File: config.mk
export PLATFORM = sky130hd
export DESIGN_NAME = sad_decoder
export DESIGN_NICKNAME = d
export VERILOG_FILES = /design/src/sad_pkg.sv /design/src/sad_decode_if.sv /design/src/sad_window_bank.sv /design/src/sad_decoder.sv
export SDC_FILE = /design/constraint.sdc
export NUM_CORES = 1
export LEC_CHECK = 0
export ABC_AREA = 1
export BUFFER_PORTS_ARGS = -buffer_cell sky130_fd_sc_hd__buf_2
export CAP_MARGIN = 20
export CELL_PAD_IN_SITES_DETAIL_PLACEMENT = 0
export CELL_PAD_IN_SITES_GLOBAL_PLACEMENT = 1
export CORE_MARGIN = 4
export CORE_UTILIZATION = 35
export DETAILED_ROUTE_END_ITERATION = 7
export PLACE_DENSITY = 0.85
export SKIP_CTS_REPAIR_TIMING = 1
export SYNTH_ARGS = -nofsm -noshare
export SYNTH_HDL_FRONTEND = slang
export SYNTH_SLANG_ARGS = --single-unit
File: constraint.sdc
create_clock -name core_clk -period 3 [get_ports core_clk]
set_input_delay 0.15 -clock core_clk [delete_from_list [all_inputs] [get_ports core_clk]]
set_output_delay 0.15 -clock core_clk [all_outputs]
set_load 0.005 [all_outputs]
File: src/sad_pkg.sv
package sad_pkg;

  localparam int WIN_COUNT = 33;

  // window indices into the select vector
  localparam int W_FLASH = 0;
  localparam int W_SYSMEM = 1;
  localparam int W_UID = 2;
  localparam int W_OPTION = 3;
  localparam int W_FACTORY = 4;
  localparam int W_SRAM = 5;
  localparam int W_DMA = 6;
  localparam int W_CLOCK_RESET = 7;
  localparam int W_EXT_IRQ = 8;
  localparam int W_FLASH_CTRL = 9;
  localparam int W_CRC = 10;
  localparam int W_PORT_A = 11;
  localparam int W_PORT_B = 12;
  localparam int W_PORT_F = 13;
  localparam int W_TIMER3 = 14;
  localparam int W_RTC = 15;
  localparam int W_WWDG = 16;
  localparam int W_IWDG = 17;
  localparam int W_UART2 = 18;
  localparam int W_I2C = 19;
  localparam int W_POWER = 20;
  localparam int W_LPTIM = 21;
  localparam int W_SYSCFG = 22;
  localparam int W_COMP = 23;
  localparam int W_ADC = 24;
  localparam int W_TIMER1 = 25;
  localparam int W_SPI1 = 26;
  localparam int W_UART1 = 27;
  localparam int W_TIMER16 = 28;
  localparam int W_TIMER17 = 29;
  localparam int W_DEBUG = 30;
  localparam int W_CORE_PRIVATE = 31;
  localparam int W_TIMER14 = 32;

  localparam logic [31:0] WIN_BASE [WIN_COUNT] = '{
    32'h0800_0000, 32'h1fff_0000, 32'h1fff_0e00, 32'h1fff_0e80, 32'h1fff_0f00,
    32'h2000_0000, 32'h4002_0000, 32'h4002_1000, 32'h4002_1800, 32'h4002_2000,
    32'h4002_3000, 32'h5000_0000, 32'h5000_0400, 32'h5000_1400, 32'h4000_0400,
    32'h4000_2800, 32'h4000_2c00, 32'h4000_3000, 32'h4000_4400, 32'h4000_5400,
    32'h4000_7000, 32'h4000_7c00, 32'h4001_0000, 32'h4001_0200, 32'h4001_2400,
    32'h4001_2c00, 32'h4001_3000, 32'h4001_3800, 32'h4001_4400, 32'h4001_4800,
    32'h4001_5800, 32'he000_0000, 32'h4000_2000};

  // last byte or last register word of each window; compared on word address
  localparam logic [31:0] WIN_LAST [WIN_COUNT] = '{
    32'h0800_ffff, 32'h1fff_0dff, 32'h1fff_0e7f, 32'h1fff_0eff, 32'h1fff_0f7f,
    32'h2000_1fff, 32'h4002_003c, 32'h4002_1060, 32'h4002_1884, 32'h4002_2120,
    32'h4002_3008, 32'h5000_03ff, 32'h5000_07ff, 32'h5000_17ff, 32'h4000_044c,
    32'h4000_282c, 32'h4000_2c08, 32'h4000_3010, 32'h4000_4418, 32'h4000_5430,
    32'h4000_7014, 32'h4000_7c24, 32'h4001_01ff, 32'h4001_021f, 32'h4001_2708,
    32'h4001_2c4c, 32'h4001_300c, 32'h4001_3818, 32'h4001_444c, 32'h4001_484c,
    32'h4001_587f, 32'he00f_ffff, 32'h4000_2050};

  // accepted widths: bit0 byte, bit1 halfword, bit2 word
  localparam logic [2:0] WIDTH_ALL = 3'h7;
  localparam logic [2:0] WIDTH_HALF_WORD = 3'h6;
  localparam logic [2:0] WIDTH_WORD = 3'h4;

  localparam logic [1:0] SIZE_BYTE = 2'h0;
  localparam logic [1:0] SIZE_HALF = 2'h1;
  localparam logic [1:0] SIZE_WORD = 2'h2;

  localparam logic [1:0] BOOT_FLASH = 2'h0;
  localparam logic [1:0] BOOT_SYSMEM = 2'h1;
  localparam logic [1:0] BOOT_SRAM = 2'h2;
  localparam logic [1:0] RESET_BOOT = BOOT_FLASH;

  localparam logic [31:0] ALIAS_LAST = 32'h0000_ffff;
  localparam logic [31:0] SRAM_SPACE_LAST = 32'h3fff_ffff;
  localparam logic [31:0] APB_BASE = 32'h4000_0000;
  localparam logic [31:0] APB_LAST = 32'h4001_ffff;
  localparam logic [31:0] AHB_BASE = 32'h4002_0000;
  localparam logic [31:0] AHB_LAST = 32'h4fff_ffff;
  localparam logic [31:0] IOP_BASE = 32'h5000_0000;
  localparam logic [31:0] IOP_LAST = 32'h5fff_ffff;
  localparam int SRAM_BYTES = 8192;

endpackage

File: src/sad_decode_if.sv
`timescale 1ns/1ps
interface sad_decode_if;
  logic [31:0] addr;
  logic [sad_pkg::WIN_COUNT-1:0] hit;
  modport ctrl (output addr, input hit);
  modport bank (input addr, output hit);
endinterface

File: src/sad_window_bank.sv
`timescale 1ns/1ps
module sad_window_bank #(
  parameter logic [31:0] SRAM_LAST = 32'h2000_1fff
) (
  sad_decode_if.bank dec
);

  logic [31:0] last;

  // word-address compare: windows whose last entry is a register word still cover its bytes
  always_comb
  begin
    last = 32'h0;
    dec.hit = '0;
    for (int i = 0; i < sad_pkg::WIN_COUNT; i++)
    begin
      last = (i == sad_pkg::W_SRAM) ? SRAM_LAST : sad_pkg::WIN_LAST[i];
      dec.hit[i] = (dec.addr[31:2] >= sad_pkg::WIN_BASE[i][31:2]) &&
                   (dec.addr[31:2] <= last[31:2]);
    end
  end

endmodule

File: src/sad_decoder.sv
// Operation
// - low 64 KB alias follows boot selection
// - decode 128-byte factory configuration area
// - decode 3.5 KB boot loader memory
// - reserved memory: drop writes, zero, error
// - reserved fast-bus space: zero, hard fault
// - reserved peripheral-bus space: zero, no fault
// - clock/reset, interrupt windows take any width
// - power, RTC windows take word, halfword
`timescale 1ns/1ps
module sad_decoder #(
  parameter int SRAM_BYTES = sad_pkg::SRAM_BYTES
) (
  input wire logic core_clk,
  input wire logic reset,
  input wire logic [1:0] boot_mode_pin,
  input wire logic req_valid,
  input wire logic [31:0] req_addr,
  input wire logic req_write,
  input wire logic [1:0] req_size,
  input wire logic [31:0] req_wdata,
  input wire logic [31:0] target_rdata,
  output logic tgt_valid,
  output logic [sad_pkg::WIN_COUNT-1:0] tgt_sel,
  output logic [31:0] tgt_addr,
  output logic tgt_write,
  output logic [1:0] tgt_size,
  output logic [31:0] tgt_wdata,
  output logic resp_valid,
  output logic [31:0] resp_rdata,
  output logic resp_error,
  output logic resp_hardfault,
  output logic [1:0] boot_sel
);

  localparam logic [31:0] SRAM_LAST =
    sad_pkg::WIN_BASE[sad_pkg::W_SRAM] + 32'(SRAM_BYTES) - 32'h1;

  sad_decode_if dec ();

  sad_window_bank #(
    .SRAM_LAST(SRAM_LAST)
  ) u_bank (
    .dec(dec)
  );

  logic [1:0] boot_s1;
  logic [1:0] boot_s2;
  logic [1:0] boot_s3;
  logic [2:0] boot_fill;
  logic boot_taken;
  logic [31:0] eff_addr;
  logic [2:0] size_bit;
  logic [sad_pkg::WIN_COUNT-1:0] width_ok;
  logic any_hit;
  logic fits;
  logic in_apb;
  logic in_ahb;
  logic in_iop;
  logic next_err;
  logic next_fault;
  logic s1_valid;
  logic s1_err;
  logic s1_fault;

  // strap pins cross in from outside: three stages, taken once two agree after reset
  always_ff @(posedge core_clk)
  begin
    if (reset)
    begin
      boot_s1 <= sad_pkg::RESET_BOOT;
      boot_s2 <= sad_pkg::RESET_BOOT;
      boot_s3 <= sad_pkg::RESET_BOOT;
      boot_fill <= 3'h0;
    end
    else
    begin
      // fill bits mark stages that hold pin samples; reset values must never be taken as a strap
      boot_fill <= {boot_fill[1:0], 1'b1};
      boot_s1 <= boot_mode_pin;
      boot_s2 <= boot_s1;
      boot_s3 <= boot_s2;
    end
  end

  // selection is frozen once taken until the next reset, so after that capture the alias never moves under the core
  always_ff @(posedge core_clk)
  begin
    if (reset)
    begin
      boot_sel <= sad_pkg::RESET_BOOT;
      boot_taken <= 1'b0;
    end
    else if (!boot_taken && boot_fill[2] && boot_s2 == boot_s3)
    begin
      boot_sel <= boot_s3;
      boot_taken <= 1'b1;
    end
  end

  // alias is rewritten to the real area, then decoded like any other address
  always_comb
  begin
    eff_addr = req_addr;
    if (req_addr <= sad_pkg::ALIAS_LAST)
    begin
      unique case (boot_sel)
        sad_pkg::BOOT_SYSMEM: eff_addr = sad_pkg::WIN_BASE[sad_pkg::W_SYSMEM] |
                                         {16'h0, req_addr[15:0]};
        sad_pkg::BOOT_SRAM: eff_addr = sad_pkg::WIN_BASE[sad_pkg::W_SRAM] |
                                       {16'h0, req_addr[15:0]};
        default: eff_addr = sad_pkg::WIN_BASE[sad_pkg::W_FLASH] |
                            {16'h0, req_addr[15:0]};
      endcase
    end
  end

  assign dec.addr = eff_addr;

  always_comb
  begin
    unique case (req_size)
      sad_pkg::SIZE_BYTE: size_bit = 3'h1;
      sad_pkg::SIZE_HALF: size_bit = 3'h2;
      sad_pkg::SIZE_WORD: size_bit = 3'h4;
      default: size_bit = 3'h0;
    endcase
  end

  // narrow access to a word-only window is answered as an error, never forwarded
  always_comb
  begin
    width_ok = '0;
    for (int i = 0; i < sad_pkg::WIN_COUNT; i++)
    begin
      if (i == sad_pkg::W_CLOCK_RESET || i == sad_pkg::W_EXT_IRQ || i <= sad_pkg::W_SRAM)
        width_ok[i] = |(size_bit & sad_pkg::WIDTH_ALL);
      else if (i == sad_pkg::W_POWER || i == sad_pkg::W_RTC)
        width_ok[i] = |(size_bit & sad_pkg::WIDTH_HALF_WORD);
      else
        width_ok[i] = |(size_bit & sad_pkg::WIDTH_WORD);
    end
  end

  assign any_hit = |dec.hit;
  assign fits = |(dec.hit & width_ok);
  assign in_apb = eff_addr >= sad_pkg::APB_BASE && eff_addr <= sad_pkg::APB_LAST;
  assign in_ahb = eff_addr >= sad_pkg::AHB_BASE && eff_addr <= sad_pkg::AHB_LAST;
  assign in_iop = eff_addr >= sad_pkg::IOP_BASE && eff_addr <= sad_pkg::IOP_LAST;

  always_comb
  begin
    next_fault = !any_hit && (in_ahb || in_iop);
    next_err = (!any_hit && !in_apb && !in_ahb && !in_iop) || (any_hit && !fits);
  end

  // stage one: select and forward; reserved writes never reach a target
  always_ff @(posedge core_clk)
  begin
    if (reset)
    begin
      tgt_valid <= 1'b0;
      tgt_sel <= '0;
      tgt_addr <= 32'h0;
      tgt_write <= 1'b0;
      tgt_size <= sad_pkg::SIZE_WORD;
      tgt_wdata <= 32'h0;
      s1_valid <= 1'b0;
      s1_err <= 1'b0;
      s1_fault <= 1'b0;
    end
    else
    begin
      tgt_valid <= req_valid && fits;
      tgt_sel <= (req_valid && fits) ? dec.hit : '0;
      tgt_addr <= eff_addr;
      tgt_write <= req_valid && fits && req_write;
      tgt_size <= req_size;
      tgt_wdata <= req_wdata;
      s1_valid <= req_valid;
      s1_err <= req_valid && next_err;
      s1_fault <= req_valid && next_fault;
    end
  end

  // stage two: answer; anything not forwarded reads as zero
  always_ff @(posedge core_clk)
  begin
    if (reset)
    begin
      resp_valid <= 1'b0;
      resp_rdata <= 32'h0;
      resp_error <= 1'b0;
      resp_hardfault <= 1'b0;
    end
    else
    begin
      resp_valid <= s1_valid;
      resp_rdata <= (tgt_valid && !tgt_write) ? target_rdata : 32'h0;
      resp_error <= s1_err;
      resp_hardfault <= s1_fault;
    end
  end
endmodule

==> metrics.csv <==
stage;metric;value;unit
outcome;status;finished with violations;
outcome;failed_checks;negative hold slack;
floorplan;fp.dieW;155.4;um
drt;first_pass_iters;6;
layout;fill_cells;2055;
placed_design;gp_congestion;1.047;
global_route;grt_usage;26.13;%
floorplan;initial_core_util;35.85;%
drt;drt-vias-per-instance;4.936;
logic_synthesis;syn_nets;1286;
sta;slew_headroom;52.43;%
critical_path;path_class;reg -> reg;
clock_network;htree_levels;4;
power_and_ir_drop;power_per_cell_area;434.1;nW/um^2
drt;drc;0;
clock_network;cts_root_buf;clkbuf_16;
logic_synthesis;synth_top_area_share;39.73;%
clock_network;cts.clk_slew.worst_paths;70;ps
clock_network;cts_buffers;17;
logic_synthesis;synth_largest_area_cell;dfxtp_1;
logic_synthesis;ys_types;40;
layout;layout.nets;1745;
logic_synthesis;synth_area;7609;um^2
layout;area_growth;55.30;%
clock_network;clock_sinks;151;
drt;num_vias;9512;
floorplan;io-pin-count;242;
sta;finalHoldViolCount;1;
sta;period_share;95.86;%
sta;whs;-30.00;ps
layout;regArea;3028;um^2
power_and_ir_drop;comb_power_share;18.3;%
floorplan;die_y;155.4;um
sta;fin_setup_tns;0;ps
power_and_ir_drop;power_frac_clock;40.6;%
global_route;grt_max_degree;67;
critical_path;start_kind;flop;
floorplan;die-area;24160;um^2
critical_path;cp_max_fo;8;
placed_design;hpwl;26330;um
run;maxCapViolations;0;
drt;post_drt_wl_per_cell;17.66;um
sta;fmax;0.3477;GHz
min_path;hp-class;in -> reg;
layout;multi_input_area;3870;um^2
drt;drt-initial-drc-count;902;
power_and_ir_drop;switching_share;29.91;%
layout;diodes;0;
logic_synthesis;seq_area_frac_synth;39.73;%
sta;period_needed;2876;ps
sta;finalSetupViolCount;0;
power_and_ir_drop;leakage;6.098;nW
global_route;grt_overflow;0;
logic_synthesis;synth_cells;1180;
critical_path;required;3330;ps
power_and_ir_drop;max-vdd-ir-drop;330.9;uV
critical_path;arrival;3200;ps
critical_path;reg2reg_from;boot_sel[1]$_SDFFE_PP0P_;
global_route;grt_pass1_vias;8892;
logic_synthesis;synth-seq-cells;151;
critical_path;crit_path_end_kind;flop;
sta;tightest_slew;706.1;ps
sta;clock-skew-final;15.00;ps
placed_design;numPortBuffers;241;
layout;drive_above_1_share;31.11;%
global_route;antenna_found_initial;1;
global_route;grt_pass1_wl;49140;um
floorplan;core_area;21220;um^2
logic_synthesis;ys_top_cells_by_area;dfxtp_1 (40%), nor2_1 (13%), nand2_1 (11%);
logic_synthesis;syn-mean-instance-area;6.448;um^2
clock_network;cts_tree;built;
drt;ant_nets;0;
drt;wirelength;34020;um
layout;fin_cells;1927;
clock_network;clk_path_buf_depth;2;
placed_design;dp_cells;1809;
power_and_ir_drop;p_switching;0.001534;W
power_and_ir_drop;p_seq_share;41.1;%
critical_path;startpoint;boot_sel[1]$_SDFFE_PP0P_;
clock_network;worstSkewPairLatency;430;ps
sta;slew_viol_final;0;
power_and_ir_drop;internal_power;0.003595;W
floorplan;fp-row-count;53;
min_path;hold_start;req_size[0];
logic_synthesis;yosysWarnings;0;
[synthesized netlist by cell type, drive strengths merged]
| cell type | count |
|---|---|
| nor2 | 275 |
| o211ai | 7 |
| a31oi | 3 |
| nand3b | 6 |
| a211oi | 2 |
| nand3 | 144 |
| a21oi | 27 |
| o21bai | 1 |
| inv | 182 |
| nand4 | 28 |
| ha | 2 |
| o2111ai | 1 |
| nand2 | 243 |
| nor3 | 26 |
| or2 | 1 |
| clkbuf | 14 |
| o21ai | 30 |
| o22ai | 1 |
| buf | 19 |
| dfxtp | 151 |
| clkinv | 4 |
| nor4 | 13 |
[power groups by stage]
stage          Combinational (W)  Clock (W)  Sequential, W
6_report                0.000938    0.00208        0.00211
2_1_floorplan           0.000360          0        0.00217
4_1_cts                 0.000808    0.00214        0.00211
5_1_grt                  0.00102    0.00222        0.00212
3_3_place_gp            0.000804          0        0.00215
3_5_place_dp            0.000803          0        0.00216
[stage by stage]
stage | total power, W | util (%) | cell area (um^2) | hold WS, ps | setup slack [ps]
6_report | 0.005130 | 55.68 | 11820 | -30.00 | 124.1
5_1_grt | 0.005362 | 55.68 | 11820 | -1.433 | -11.63
4_1_cts | 0.005058 | 50.41 | 10700 | -101.8 | -173.1
3_5_place_dp | 0.002959 | 47.75 | 10130 | 355.6 | -190.9
3_3_place_gp | 0.002958 | 47.62 | 10110 | 347.1 | -99.82
2_1_floorplan | 0.002526 | - | 7609 | 253.8 | 612.9
[kinds of logic after synthesis]
group                      after synthesis  synth area share, %
and+or+nand+nor                        736                42.79
buffers and inverters                  219                11.87
DFF                                    151                39.73
AOI/OAI and AO/OA                       72                5.279
adders and majority gates                2               0.3288
[layer usage]
metal | vias up | routed length, um | GRT usage [%] | share of wire, %
met2 | 472 | 16390 | 45.94 | 48
met5 | - | 40 | 0 | 0.12
met3 | 95 | 2537 | 4.924 | 7.5
met4 | 2 | 1371 | 10.00 | 4.0
met1 | 4306 | 13680 | 31.56 | 40
li1 | 4637 | - | - | -
[final timing paths]
path                             endpoint  slack (ps)  cells past startpoint
setup / recovery    tgt_sel[8]$_SDFF_PP0_         120                     24
setup reg to reg    tgt_sel[8]$_SDFF_PP0_         120                     24
hold reg to reg   boot_fill[1]$_SDFF_PP0_         400                      2
hold / removal     tgt_size[0]$_SDFF_PP0_         -30                      3
[worst max-delay path: stages (launching register included)]
cell and delay (ps):
dfxtp_4 370, inv_2 50, nor2_4 120, inv_1 60, nand3_2 80, nand2_2 60, buf_6 130, inv_4 60
nand3_4 110, nor2_4 200, buf_12 120, buf_6 90, clkbuf_16 140, nand3_1 70, nand3_1 70, nand2_1 90
nand3_2 80, nand2_1 70, nor2_1 90, nand2_1 60, nor2_1 120, nand3_2 150, nand2_8 150, clkbuf_16 160
nor2_1 40
[registers in the layout, indices dropped and copies added (netlist names)]
name	flops
tgt_write	1
boot_sel	2
tgt_addr	32
boot_s2	2
s1_err	1
tgt_wdata	32
tgt_size	2
resp_hardfault	1
resp_rdata	32
boot_taken	1
resp_valid	1
tgt_valid	1
boot_s3	2
tgt_sel	33
s1_fault	1
boot_fill	3
boot_s1	2
s1_valid	1
resp_error	1
[cells in the final DEF, fill, tap and decap left out, types with 11 or more instances in the layout]
master and instances:
a21oi_1 25, buf_4 139, clkbuf_16 20, nor3_1 26, o21ai_0 25, nand2_2 22
buf_2 241, buf_6 11, nor2_4 12, nor2_2 11, dlygate4sd3_1 70, nor2_1 251
nand3_1 133, dfxtp_1 149, inv_1 173, nand2_1 218, nor4_1 13, nand4_1 27
[area by class of cell]
type,instances,share of cell area (%)
multi-input cells,811,32.75
well taps,275,2.912
inverters,186,5.972
clock buffers,18,3.632
repair inverters,1,0.06353
clock inverters,14,1.144
repair buffers,471,27.90
flip-flops and latches,151,25.62
Power figures use the tool's default switching activity.
